File: src/verilog/adc_serial_pkg.sv
`default_nettype none
package adc_serial_pkg;
    // Control byte fields, MSB first
    localparam int CTL_START_POS  = 7;
    localparam int CTL_SEL_HI_POS = 6;
    localparam int CTL_SEL_LO_POS = 4;
    localparam int CTL_POL_POS    = 3;
    localparam int CTL_CFG_POS    = 2;
    localparam int CTL_PM_HI_POS  = 1;
    localparam int CTL_PM_LO_POS  = 0;
    localparam logic [1:0] PM_EXT_CLOCK = 2'h3;
    // Sampling window in control bits
    localparam logic [3:0] TRACK_BIT    = 4'h5;
    localparam logic [3:0] HOLD_BIT     = 4'h8;
    // Conversion length and result width
    localparam int RESULT_BITS          = 10;
    localparam logic [3:0] CONV_CLOCKS  = 4'hA;
    // Internal-clock conversion time
    localparam int CLK_MHZ              = 200;
    localparam int INT_CONV_NS          = 7500;
    localparam int INT_CONV_CYC = (INT_CONV_NS * CLK_MHZ) / 1000;
    // Shutdown pin levels
    localparam logic [1:0] SHUTDOWN_LEVEL_INPUT_LOW     = 2'h0;
    localparam logic [1:0] SHUTDOWN_LEVEL_INPUT_FLOAT   = 2'h1;
    localparam logic [1:0] SHUTDOWN_LEVEL_INPUT_HIGH    = 2'h2;
    localparam logic [7:0] CTL_RESET    = 8'h00;

    typedef struct packed {
        logic [2:0] channel;
        logic       polarity_select;
        logic       input_config_select;
        logic       power_mode_hi;
        logic       power_mode_lo;
    } ctl_t;

    typedef enum logic [2:0] {
        ST_IDLE  = 3'b000,
        ST_CTRL  = 3'b001,
        ST_ICONV = 3'b010,
        ST_XSTRB = 3'b011,
        ST_XCONV = 3'b100,
        ST_SHIFT = 3'b101
    } state_t;
endpackage : adc_serial_pkg
`default_nettype wire

File: src/verilog/result_fifo.sv
`default_nettype none
module result_fifo #(
    parameter int WIDTH = 10,
    parameter int DEPTH = 8
) (
    input  wire logic             clk,
    input  wire logic             reset,
    input  wire logic             ce,
    input  wire logic             in_valid,
    output logic                  in_ready,
    input  wire logic [WIDTH-1:0] in_data,
    output logic                  out_valid,
    input  wire logic             out_ready,
    output logic      [WIDTH-1:0] out_data
);
    localparam int AW = $clog2(DEPTH);
    logic [WIDTH-1:0] mem [DEPTH];
    logic [AW-1:0]    wr_ff;
    logic [AW-1:0]    rd_ff;
    logic [AW:0]      cnt_ff;
    wire              push = ce && in_valid && in_ready;
    wire              pop  = ce && out_valid && out_ready;

    assign in_ready  = (cnt_ff != (AW+1)'(DEPTH));
    assign out_valid = (cnt_ff != '0);
    assign out_data  = mem[rd_ff];

    always_ff @(posedge clk) begin
        if (push) begin
            mem[wr_ff] <= in_data;
        end
    end

    always_ff @(posedge clk) begin
        if (reset) begin
            wr_ff  <= '0;
            rd_ff  <= '0;
            cnt_ff <= '0;
        end else begin
            if (push) begin
                wr_ff <= (wr_ff == AW'(DEPTH-1)) ? '0 : wr_ff + 1'b1;
            end
            if (pop) begin
                rd_ff <= (rd_ff == AW'(DEPTH-1)) ? '0 : rd_ff + 1'b1;
            end
            cnt_ff <= cnt_ff + (AW+1)'(push) - (AW+1)'(pop);
        end
    end
endmodule : result_fifo
`default_nettype wire

File: src/verilog/serial_adc_if.sv
`default_nettype none
module serial_adc_if
    import adc_serial_pkg::*;
#(
    parameter int FIFO_DEPTH = 8
) (
    // Clock, reset, enable
    input  wire logic                   CLK,
    input  wire logic                   RESET,
    input  wire logic                   CE,
    // Serial link pins
    input  wire logic                   CS_N,
    input  wire logic                   SCLK,
    input  wire logic                   DIN,
    output logic                        DOUT_O,
    output logic                        DOUT_OE,
    output logic                        STRB_O,
    output logic                        STRB_OE,
    // Shutdown pin level, 0 low, 1 float, 2 high
    input  wire logic [1:0]             SHUTDOWN_LEVEL_INPUT,
    // Converter core side
    input  wire logic [RESULT_BITS-1:0] SAMPLE_DATA,
    output logic                        TRACK,
    output logic                        CONVERTING,
    output logic [7:0]                  CONTROL_BYTE,
    output logic                        SHUTDOWN,
    output logic                        EXT_COMP,
    // Result stream
    output logic                        RES_VALID,
    output logic [RESULT_BITS-1:0]      RES_DATA,
    input  wire logic                   RES_READY
);
    // Two-stage synchronisers
    logic [2:0] cs_s1_ff, cs_s2_ff, cs_d_ff;
    logic [1:0] sh_s1_ff, sh_s2_ff;
    always_ff @(posedge CLK) begin
        if (RESET) begin
            cs_s1_ff <= 3'h1;
            cs_s2_ff <= 3'h1;
            cs_d_ff  <= 3'h1;
            sh_s1_ff <= SHUTDOWN_LEVEL_INPUT_HIGH;
            sh_s2_ff <= SHUTDOWN_LEVEL_INPUT_HIGH;
        end else if (CE) begin
            cs_s1_ff <= {DIN, SCLK, CS_N};
            cs_s2_ff <= cs_s1_ff;
            cs_d_ff  <= cs_s2_ff;
            sh_s1_ff <= SHUTDOWN_LEVEL_INPUT;
            sh_s2_ff <= sh_s1_ff;
        end
    end

    wire sel     = !cs_s2_ff[0];
    wire din_s   = cs_s2_ff[2];
    wire rise    = CE && sel && cs_s2_ff[1] && !cs_d_ff[1];
    wire fall    = CE && sel && !cs_s2_ff[1] && cs_d_ff[1];
    wire cs_fall = CE && sel && cs_d_ff[0];

    state_t            st_ff, nxt_st;
    logic [7:0]        sh_ff;
    logic [3:0]        bits_ff;
    logic [3:0]        cnt_ff;
    logic [15:0]       icnt_ff;
    logic [RESULT_BITS+1:0] out_ff;
    logic              ext_ff;
    logic              dout_ff, strb_ff, strb_oe_ff, dout_oe_ff;
    logic              track_ff, conv_ff, shut_ff, comp_ff;
    logic [7:0]        ctl_ff;
    logic              push_ff;
    logic [RESULT_BITS-1:0] push_data_ff;

    wire  ctl_done  = rise && st_ff == ST_CTRL && bits_ff == 4'h7;
    wire  ext_mode  = {sh_ff[0], din_s} == PM_EXT_CLOCK;
    wire  ictl_end  = icnt_ff == 16'(INT_CONV_CYC - 1);
    wire  fifo_rdy;

    always_comb begin
        nxt_st = st_ff;
        case (st_ff)
            ST_IDLE:  if (rise && din_s) nxt_st = ST_CTRL;
            ST_CTRL:  if (ctl_done) nxt_st = ext_mode ? ST_XSTRB : ST_ICONV;
            ST_ICONV: if (ictl_end && CE && fifo_rdy) nxt_st = ST_SHIFT;
            ST_XSTRB: if (fall && cnt_ff == 4'h1) nxt_st = ST_XCONV;
            ST_XCONV: if (fall && cnt_ff == CONV_CLOCKS - 4'h1) begin
                          nxt_st = ST_IDLE;
                      end
            ST_SHIFT: if (rise && din_s) nxt_st = ST_CTRL;
            default:  nxt_st = ST_IDLE;
        endcase
        if (!sel) nxt_st = ST_IDLE;
    end

    always_ff @(posedge CLK) begin
        if (RESET) begin
            st_ff <= ST_IDLE;
            sh_ff <= CTL_RESET;
            bits_ff <= 4'h0;
            cnt_ff <= 4'h0;
            icnt_ff <= 16'h0;
            out_ff <= '0;
            ext_ff <= 1'b0;
            dout_ff <= 1'b0;
            dout_oe_ff <= 1'b0;
            strb_ff <= 1'b1;
            strb_oe_ff <= 1'b1;
            track_ff <= 1'b0;
            conv_ff <= 1'b0;
            shut_ff <= 1'b0;
            comp_ff <= 1'b0;
            ctl_ff <= CTL_RESET;
            push_ff <= 1'b0;
            push_data_ff <= '0;
        end else if (CE) begin
            st_ff <= nxt_st;
            push_ff <= 1'b0;
            shut_ff <= sh_s2_ff == SHUTDOWN_LEVEL_INPUT_LOW;
            comp_ff <= sh_s2_ff == SHUTDOWN_LEVEL_INPUT_FLOAT;
            dout_oe_ff <= sel;
            // Internal mode always drives; external only while selected
            strb_oe_ff <= !ext_ff || (sel && (strb_oe_ff || cs_fall));
            if (!sel) begin
                track_ff <= 1'b0;
                bits_ff <= 4'h0;
            end
            if (rise && (st_ff == ST_IDLE || st_ff == ST_SHIFT) && din_s) begin
                sh_ff <= 8'h01;
                bits_ff <= 4'h1;
            end else if (rise && st_ff == ST_CTRL) begin
                sh_ff <= {sh_ff[6:0], din_s};
                bits_ff <= bits_ff + 4'h1;
            end
            if (fall && bits_ff == TRACK_BIT) track_ff <= 1'b1;
            if (ctl_done) begin
                ctl_ff <= {sh_ff[6:0], din_s};
                ext_ff <= ext_mode;
                cnt_ff <= 4'h0;
            end
            if (fall && st_ff != ST_CTRL && track_ff) begin
                track_ff <= 1'b0;
            end
            if (st_ff == ST_ICONV) begin
                conv_ff <= 1'b1;
                // Hold at the end while the result waits for room
                icnt_ff <= ictl_end ? icnt_ff : icnt_ff + 16'h1;
                strb_ff <= ictl_end;
                if (ictl_end && fifo_rdy) begin
                    out_ff <= {1'b0, SAMPLE_DATA, 1'b0};
                    push_ff <= 1'b1;
                    push_data_ff <= SAMPLE_DATA;
                    conv_ff <= 1'b0;
                end
            end else begin
                icnt_ff <= 16'h0;
            end
            if (fall) begin
                dout_ff <= out_ff[RESULT_BITS+1];
                out_ff <= {out_ff[RESULT_BITS:0], 1'b0};
                if (st_ff == ST_XSTRB) begin
                    // Phase 0 raises the strobe, phase 1 drops it
                    strb_ff <= (cnt_ff == 4'h0);
                    conv_ff <= 1'b1;
                    cnt_ff <= (cnt_ff == 4'h0) ? 4'h1 : 4'h0;
                    if (cnt_ff == 4'h0) begin
                        out_ff <= {SAMPLE_DATA, 2'h0};
                    end
                end
                if (st_ff == ST_XCONV) begin
                    cnt_ff <= cnt_ff + 4'h1;
                    if (cnt_ff == CONV_CLOCKS - 4'h1) begin
                        conv_ff <= 1'b0;
                        push_ff <= fifo_rdy;
                        push_data_ff <= SAMPLE_DATA;
                    end
                end
            end
            if (!sel) begin
                dout_ff <= 1'b0;
                if (ext_ff) strb_ff <= 1'b0;
            end
        end
    end

    result_fifo #(
        .WIDTH (RESULT_BITS),
        .DEPTH (FIFO_DEPTH)
    ) u_fifo (
        .clk       (CLK),
        .reset     (RESET),
        .ce        (CE),
        .in_valid  (push_ff),
        .in_ready  (fifo_rdy),
        .in_data   (push_data_ff),
        .out_valid (RES_VALID),
        .out_ready (RES_READY),
        .out_data  (RES_DATA)
    );

    assign DOUT_O       = dout_ff;
    assign DOUT_OE      = dout_oe_ff;
    assign STRB_O       = strb_ff;
    assign STRB_OE      = strb_oe_ff;
    assign TRACK        = track_ff;
    assign CONVERTING   = conv_ff;
    assign CONTROL_BYTE = ctl_ff;
    assign SHUTDOWN     = shut_ff;
    assign EXT_COMP     = comp_ff;
endmodule : serial_adc_if
`default_nettype wire
File: config.mk
export PLATFORM = sky130hd
export DESIGN_NAME = serial_adc_if
export DESIGN_NICKNAME = d
export VERILOG_FILES = /design/src/verilog/adc_serial_pkg.sv /design/src/verilog/result_fifo.sv /design/src/verilog/serial_adc_if.sv
export SDC_FILE = /design/constraint.sdc
export NUM_CORES = 1
export LEC_CHECK = 0
export BUFFER_PORTS_ARGS = -buffer_cell sky130_fd_sc_hd__buf_2
export CORE_MARGIN = 4
export CORE_UTILIZATION = 45
export DETAILED_ROUTE_END_ITERATION = 16
export GPL_TIMING_DRIVEN = 0
export HOLD_SLACK_MARGIN = 0.03
export PLACE_DENSITY = 0.65
export SKIP_CTS_REPAIR_TIMING = 1
export SYNTH_ARGS = -nofsm -noshare
export SYNTH_HDL_FRONTEND = slang
export SYNTH_SLANG_ARGS = --single-unit
export TNS_END_PERCENT = 1
File: constraint.sdc
create_clock -name CLK -period 5 [get_ports CLK]
set_input_delay 0.5 -clock CLK [delete_from_list [all_inputs] [get_ports CLK]]
set_output_delay 0.5 -clock CLK [all_outputs]
set_load 0.02 [all_outputs]
# Word-level counts from Yosys, hierarchy flattened

Memory sizes are Yosys's and may differ from the RTL's. A register that Yosys moved wholly into a read port is not among the register bits.
Index checks and enable logic that the tools add are counted.

Add/sub/neg operators: 7
Equal/unequal tests: 22
Multiplexer cells: 57
Reductions and logical operators: 50

Operators by type and width:

| kind                    | number |
|---|---|
| $mux W12                | 5 |
| $mux W10                | 5 |
| $mux W16                | 2 |
| $mux W3                 | 10 |
| $mux W4                 | 7 |
| $mux W1                 | 25 |
| $logic_and A1 B1 Y1     | 24 |
| $add A16 B1 Y16 const B | 1 |
| $eq A16 B11 Y1 const B  | 1 |
| $pmux W3 S5             | 1 |
| $mux W7                 | 2 |
| $eq A3 B3 Y1 const B    | 4 |
| $ne A3 B3 Y1 const B    | 4 |
| $reduce_and A2 Y1       | 6 |
| $add A4 B1 Y4 const B   | 2 |
| $eq A4 B3 Y1 const B    | 2 |
| $reduce_bool A2 Y1      | 4 |
| $add A3 B1 Y3 const B   | 2 |
| $eq A3 B2 Y1 const B    | 2 |
| $ne A3 B1 Y1 const B    | 2 |
| $reduce_and A6 Y1       | 1 |
| $reduce_bool A3 Y1      | 2 |
| $add A4 B1 Y4           | 1 |
| $eq A4 B1 Y1 const B    | 1 |
| 15 further kinds        | 20 |

Bits in registers: 96
RAM bits: 80
Bits of input ports: 19
Output and inout port bits: 27
Word-level logic and storage cells: 163
Memories kept: 1

Memory list:

| memory     | depth | bits a word | read ports | clocked after memory_dff | write ports | line              | RTL |
|---|---|---|---|---|---|---|---|
| u_fifo.mem | 8     | 10          | 1          | 1                        | 1           | result_fifo.sv:17 | `logic [WIDTH-1:0] mem [DEPTH];` |

# Depth between registers and ports, before layout

Depth after elaboration: 10
Gate-level depth with buffers: 10

# Hierarchy

A second synthesis with hierarchy kept.

Cell total of the unflattened synthesis: 620
Area total of the unflattened synthesis: 7644.8 sq um

By module, submodules not included:

| module        | instances | cells each | area each (sq um) | sequential area each (sq um) |
|---|---|---|---|---|
| serial_adc_if | 1         | 432        | 3922.5            | 1701.6 |
| result_fifo   | 1         | 188        | 3722.3            | 2662.6 |

# Worst setup path after synthesis

No wires, ideal clock.

Kind: reg-to-reg
Start point: register u_fifo.cnt_ff[2]
End point: memory u_fifo.mem[2][0] (enable)
Arrival: 2.152 ns
Data required time: 4.593 ns
Slack: 2.440 ns
Cell stages (with the launch flop): 6
Buffers on the path: 0
Clock period less this slack: 2.560 ns
Cell sequence: dfxtp_1 inv_1 ha_1 or3b_2 nand3_1 nor4b_1

Cells in the longest elaborated chain, start to end: 4

Ends and longest elaborated chain:

| what                          | line              | RTL |
|---|---|---|
| from (decl)                   | result_fifo.sv:20 | `logic [AW:0] cnt_ff;` |
| from (signal assigned)        | result_fifo.sv:46 | `cnt_ff <= cnt_ff + (AW+1)'(push) - (AW+1)'(pop);` |
| $ne A4 B4 Y1                  | result_fifo.sv:24 | `assign in_ready = (cnt_ff != (AW+1)'(DEPTH));` |
| $logic_and A1 B1 Y1           | result_fifo.sv:21 | `wire push = ce && in_valid && in_ready;` |
| $mux W1                       | result_fifo.sv:29 | `if (push) begin` |
| $mux W1 (implied by the code) | result_fifo.sv:30 | `mem[wr_ff] <= in_data;` |
| to (decl)                     | result_fifo.sv:17 |  |

Every way passes these cells.

# Worst setup path after layout

Start point: register u_fifo.cnt_ff[2]
End point: memory u_fifo.mem[7][1] (enable)

Cells in the longest elaborated chain, start to end: 4

Ends and longest elaborated chain:

| what                          | line |
|---|---|
| $ne A4 B4 Y1                  | result_fifo.sv:24 |
| $logic_and A1 B1 Y1           | result_fifo.sv:21 |
| via u_fifo.push               | result_fifo.sv:21 |
| $mux W1                       | result_fifo.sv:29 |
| $mux W1 (implied by the code) | result_fifo.sv:30 |

The timed path passes the listed nets, and every way through them passes these cells.

==> impl_results.md <==
* Outcome: completed
* Leakage power at between 3 and 4 nW
* Hold crit path type: primary input to register
* Critical path launch point type: register
* Synth cell count leaders: dfxtp_1, edfxtp_1, nand2_1
* Fmax at 0.355 GHz
* Synth Cell Area at around 8000 sq um
* Req. time, crit path at slightly above 5 ns
* Area growth syn-to-layout at 15.0%
* Yosys warns at 0
* Ranking of synthesized cells by area: edfxtp_1, dfxtp_1, mux4_2
* Die height at 140 um
* Total GRT Usage at between 10% and 20%
* Number of global-route vias before repair at roughly 5,600
* VDD IR max at between 0.2 and 0.25 mV
* Dpl cell area at 8410 sq um
* RSZ-0062 raised after global routing: false
* Largest net degree at the start of global routing at 19
* I/O Pins at 46
* Crit share post-route at 56.3%
* Pre-CTS WS at between 2 and 2.5 ns
* Die X-Extent at approximately 140 um
* Global-route wire length before repair at ~28 mm
* Count leader, synth: dfxtp_1
* Combinational power share at under 10%
* Post-route setup TNS at 0 ns
* DRT Pass-1 Iters at 5
* Layout Nets at 783
* Die area at 19,600 sq um
* Clk pin slew, worst setup/hold paths at 0.07 ns
* Max_slew headroom at between 20% and 30%
* Sink Count at around 180
* Worst EP arrival at roughly 2.9 ns
* Max_cap viols at 0
* Flops & latches, synth at 178
* Average size of a mapped cell at roughly 12 sq um
* Final setup viols at 0
* Worst Clk Skew at between 0.008 and 0.009 ns
* Routed WL at about 18 mm
* Sw Share at about a quarter
* DR WL/cell at 18.0 um
* Cell taking the most area after synthesis: edfxtp_1
* Antenna violations before repair at 1
* Drt initial violations at approximately 450
* Tmin final at 2.81 ns
* Main combinational cell family by area after synthesis: simple AND/OR/NAND/NOR gates
* Slowest CP cell: nor2_1
* CP top delay family: simple AND/OR/NAND/NOR gates
* Antenna-violating nets left at 0
* Top cell type's share of synthesized area at 30.7%
* Synth Flop Type: dfxtp_1
* EDFF count, synth at 80
* Starting Density at ~46%
* FP Rows at between 40 and 50
* Sequential area share after synthesis at around 56%
* Synth Area in Compound Gates at between 10% and 20%
* Cell area power density at 345 nW/um^2
* Worst Setup End Kind: register
* IO buf count at 45
* Seq pwr share at 49.7%
* Grt total ovfl at 0
* Switch Pwr at approximately 0.00077 W
* Ant. Diodes at 0
* CP Cell Sequence: inv_1 -> ha_1 -> or3b_2 -> nand3_1 -> inv_1 -> nand2_1 -> nor2_1
* Crit path max fanout at 10
* Slew Limit Fails at 0
* Clock share of power at a little over two fifths
* CP Class: register to register
* GPL Wtd Cong at around 0.84
* Htree depth at 4
* CTS Buffer Depth at 2
* XOR/XNOR share of the synthesized area at roughly 1.1%
* Post-synth net total at between 700 and 800
* Core area at approximately 17,000 sq um
* Post-synthesis simple-gate area fraction at between 10% and 20%
* Mux contribution to synthesized area at between 10% and 20%
* Via-to-Cell Ratio at 5.68
* Vias at 5,569
* Worst-Margin Slew at ~1.1 ns
* Crit path buf inv count at 2
* Pint at 0.00234 W
* Yosys cell types at between 60 and 70
* Design area at around 9000 sq um
* Root buf cell: clkbuf_16
* Max incr delay on CP at roughly 0.86 ns
* Mapped Cells at 677
* Filler cells at approximately 1,500
* TritonCTS clock tree: yes
* Synth Area in Adders at ~2.8%
* Synth async-reset ratio at 0%
* Post-route DRC at 0
* TritonCTS Buffers at 17
* Worst-skew pair later-pin latency at about 0.43 ns
* Final setup margin at 2.19 ns
* Final Hold Vio Count at 0
* Hold Slack at 0.290 ns
* Layout cells sized above 1 at about a fifth
* Most used cell along the critical path: inv_1
* Dpl hpwl at roughly 12 mm
-- sequential cells by signal, indices dropped and copies added (netlist names), 4 cells and up, named ones only --
| name | cells |
|---|---|
| u_fifo.mem | 80 |
| push_data_ff | 10 |
| cnt_ff | 4 |
| sh_ff | 7 |
| icnt_ff | 16 |
| CONTROL_BYTE | 8 |
| u_fifo.cnt_ff | 4 |
| out_ff | 11 |
| bits_ff | 4 |
-- area by class of cell --
type / count / area [sq um] / area share (%)
inverters: 26 / 97.6 / 1.08
clock buffers: 17 / 425 / 4.73
repair buffers: 51 / 282 / 3.13
plain buffers: 46 / 219 / 2.43
flip-flops and latches: 178 / 4360 / 48.5
multi-input cells: 427 / 3180 / 35.3
clock inverters: 15 / 155 / 1.72
well taps: 220 / 275 / 3.06
-- worst register-to-register path, stage by stage, from the launching register on --
cell and delay, ns:
dfxtp_1 0.32, inv_1 0.07, ha_1 0.21, or3b_2 0.28, nand3_1 0.29, inv_1 0.25, nand2_1 0.16, nor2_1 0.86
-- routing by layer --
metal  routed length [um]  up-vias  global-route usage, %  share of wire [%]
met3                  833       28                   3.95                4.7
met2                 8740      162                   30.5                 50
met1                 7680     2715                   23.5                 44
met5                    7        -                      0              0.040
li1                     -     2662                      -                  -
met4                  329        2                   5.81                1.9
-- stage by stage --
step | total power [W] | util, % | std cells
5_1_grt | 0.00324 | 53.5 | 980
3_5_place_dp | 0.00182 | 50.0 | 948
2_1_floorplan | 0.00175 | - | 677
6_report | 0.00310 | 53.5 | 980
3_3_place_gp | 0.00181 | 49.5 | 942
4_1_cts | 0.00313 | 53.5 | 980
-- final timing paths --
| check | cells past startpoint | start | to | slack (ns) |
|---|---|---|---|---|
| worst max-delay path | 7 | u_fifo.cnt_ff[2]$_SDFF_PP0_ | u_fifo.mem[7][1]$_DFFE_PP_ | 2.19 |
| worst min register to register | 2 | CONTROL_BYTE[5]$_SDFFE_PP0P_ | CONTROL_BYTE[5]$_SDFFE_PP0P_ | 0.45 |
| worst max register to register | 7 | u_fifo.cnt_ff[2]$_SDFF_PP0_ | u_fifo.mem[7][1]$_DFFE_PP_ | 2.19 |
| worst min-delay path | 3 | SHUTDOWN_LEVEL_INPUT[1] | sh_s1_ff[1]$_SDFFE_PP1P_ | 0.29 |
-- kinds of logic (layout without fill, tap and decap cells) --
group | Yosys count | after routing
fa+ha+maj | 17 | 17
mux | 59 | 59
compound gates | 129 | 129
simple gates | 212 | 212
buf+inv | 72 | 155
xor+xnor | 10 | 10
flops | 178 | 178
-- layout by cell type, fill, tap and decap left out, drive strengths merged, types with 4 or more instances in the layout --
master  count
xnor2       6
a22oi       7
edfxtp     80
nor3b       6
nand3      30
mux2       10
xor2        4
o21ai      33
a211oi      4
or3b        4
and3        5
a21oi      38
nor4        5
a311oi     13
buf        76
inv        37
ha         16
nand3b      5
and4        5
o311a       9
nor2       45
dfxtp      98
nand4       4
or3         9
nor3       11
mux4       20
nand2      61
mux2i      29
nor2b       5
clkbuf     38
-- power by group through the flow --
stage	Combinational (W)	Clock (W)	Sequential, W
3_5_place_dp	0.000248	0	0.00157
5_1_grt	0.000280	0.00141	0.00154
6_report	0.000250	0.00131	0.00154
3_3_place_gp	0.000240	0	0.00157
4_1_cts	0.000253	0.00134	0.00154
2_1_floorplan	0.000178	0	0.00157
Power figures use the tool's default switching activity.
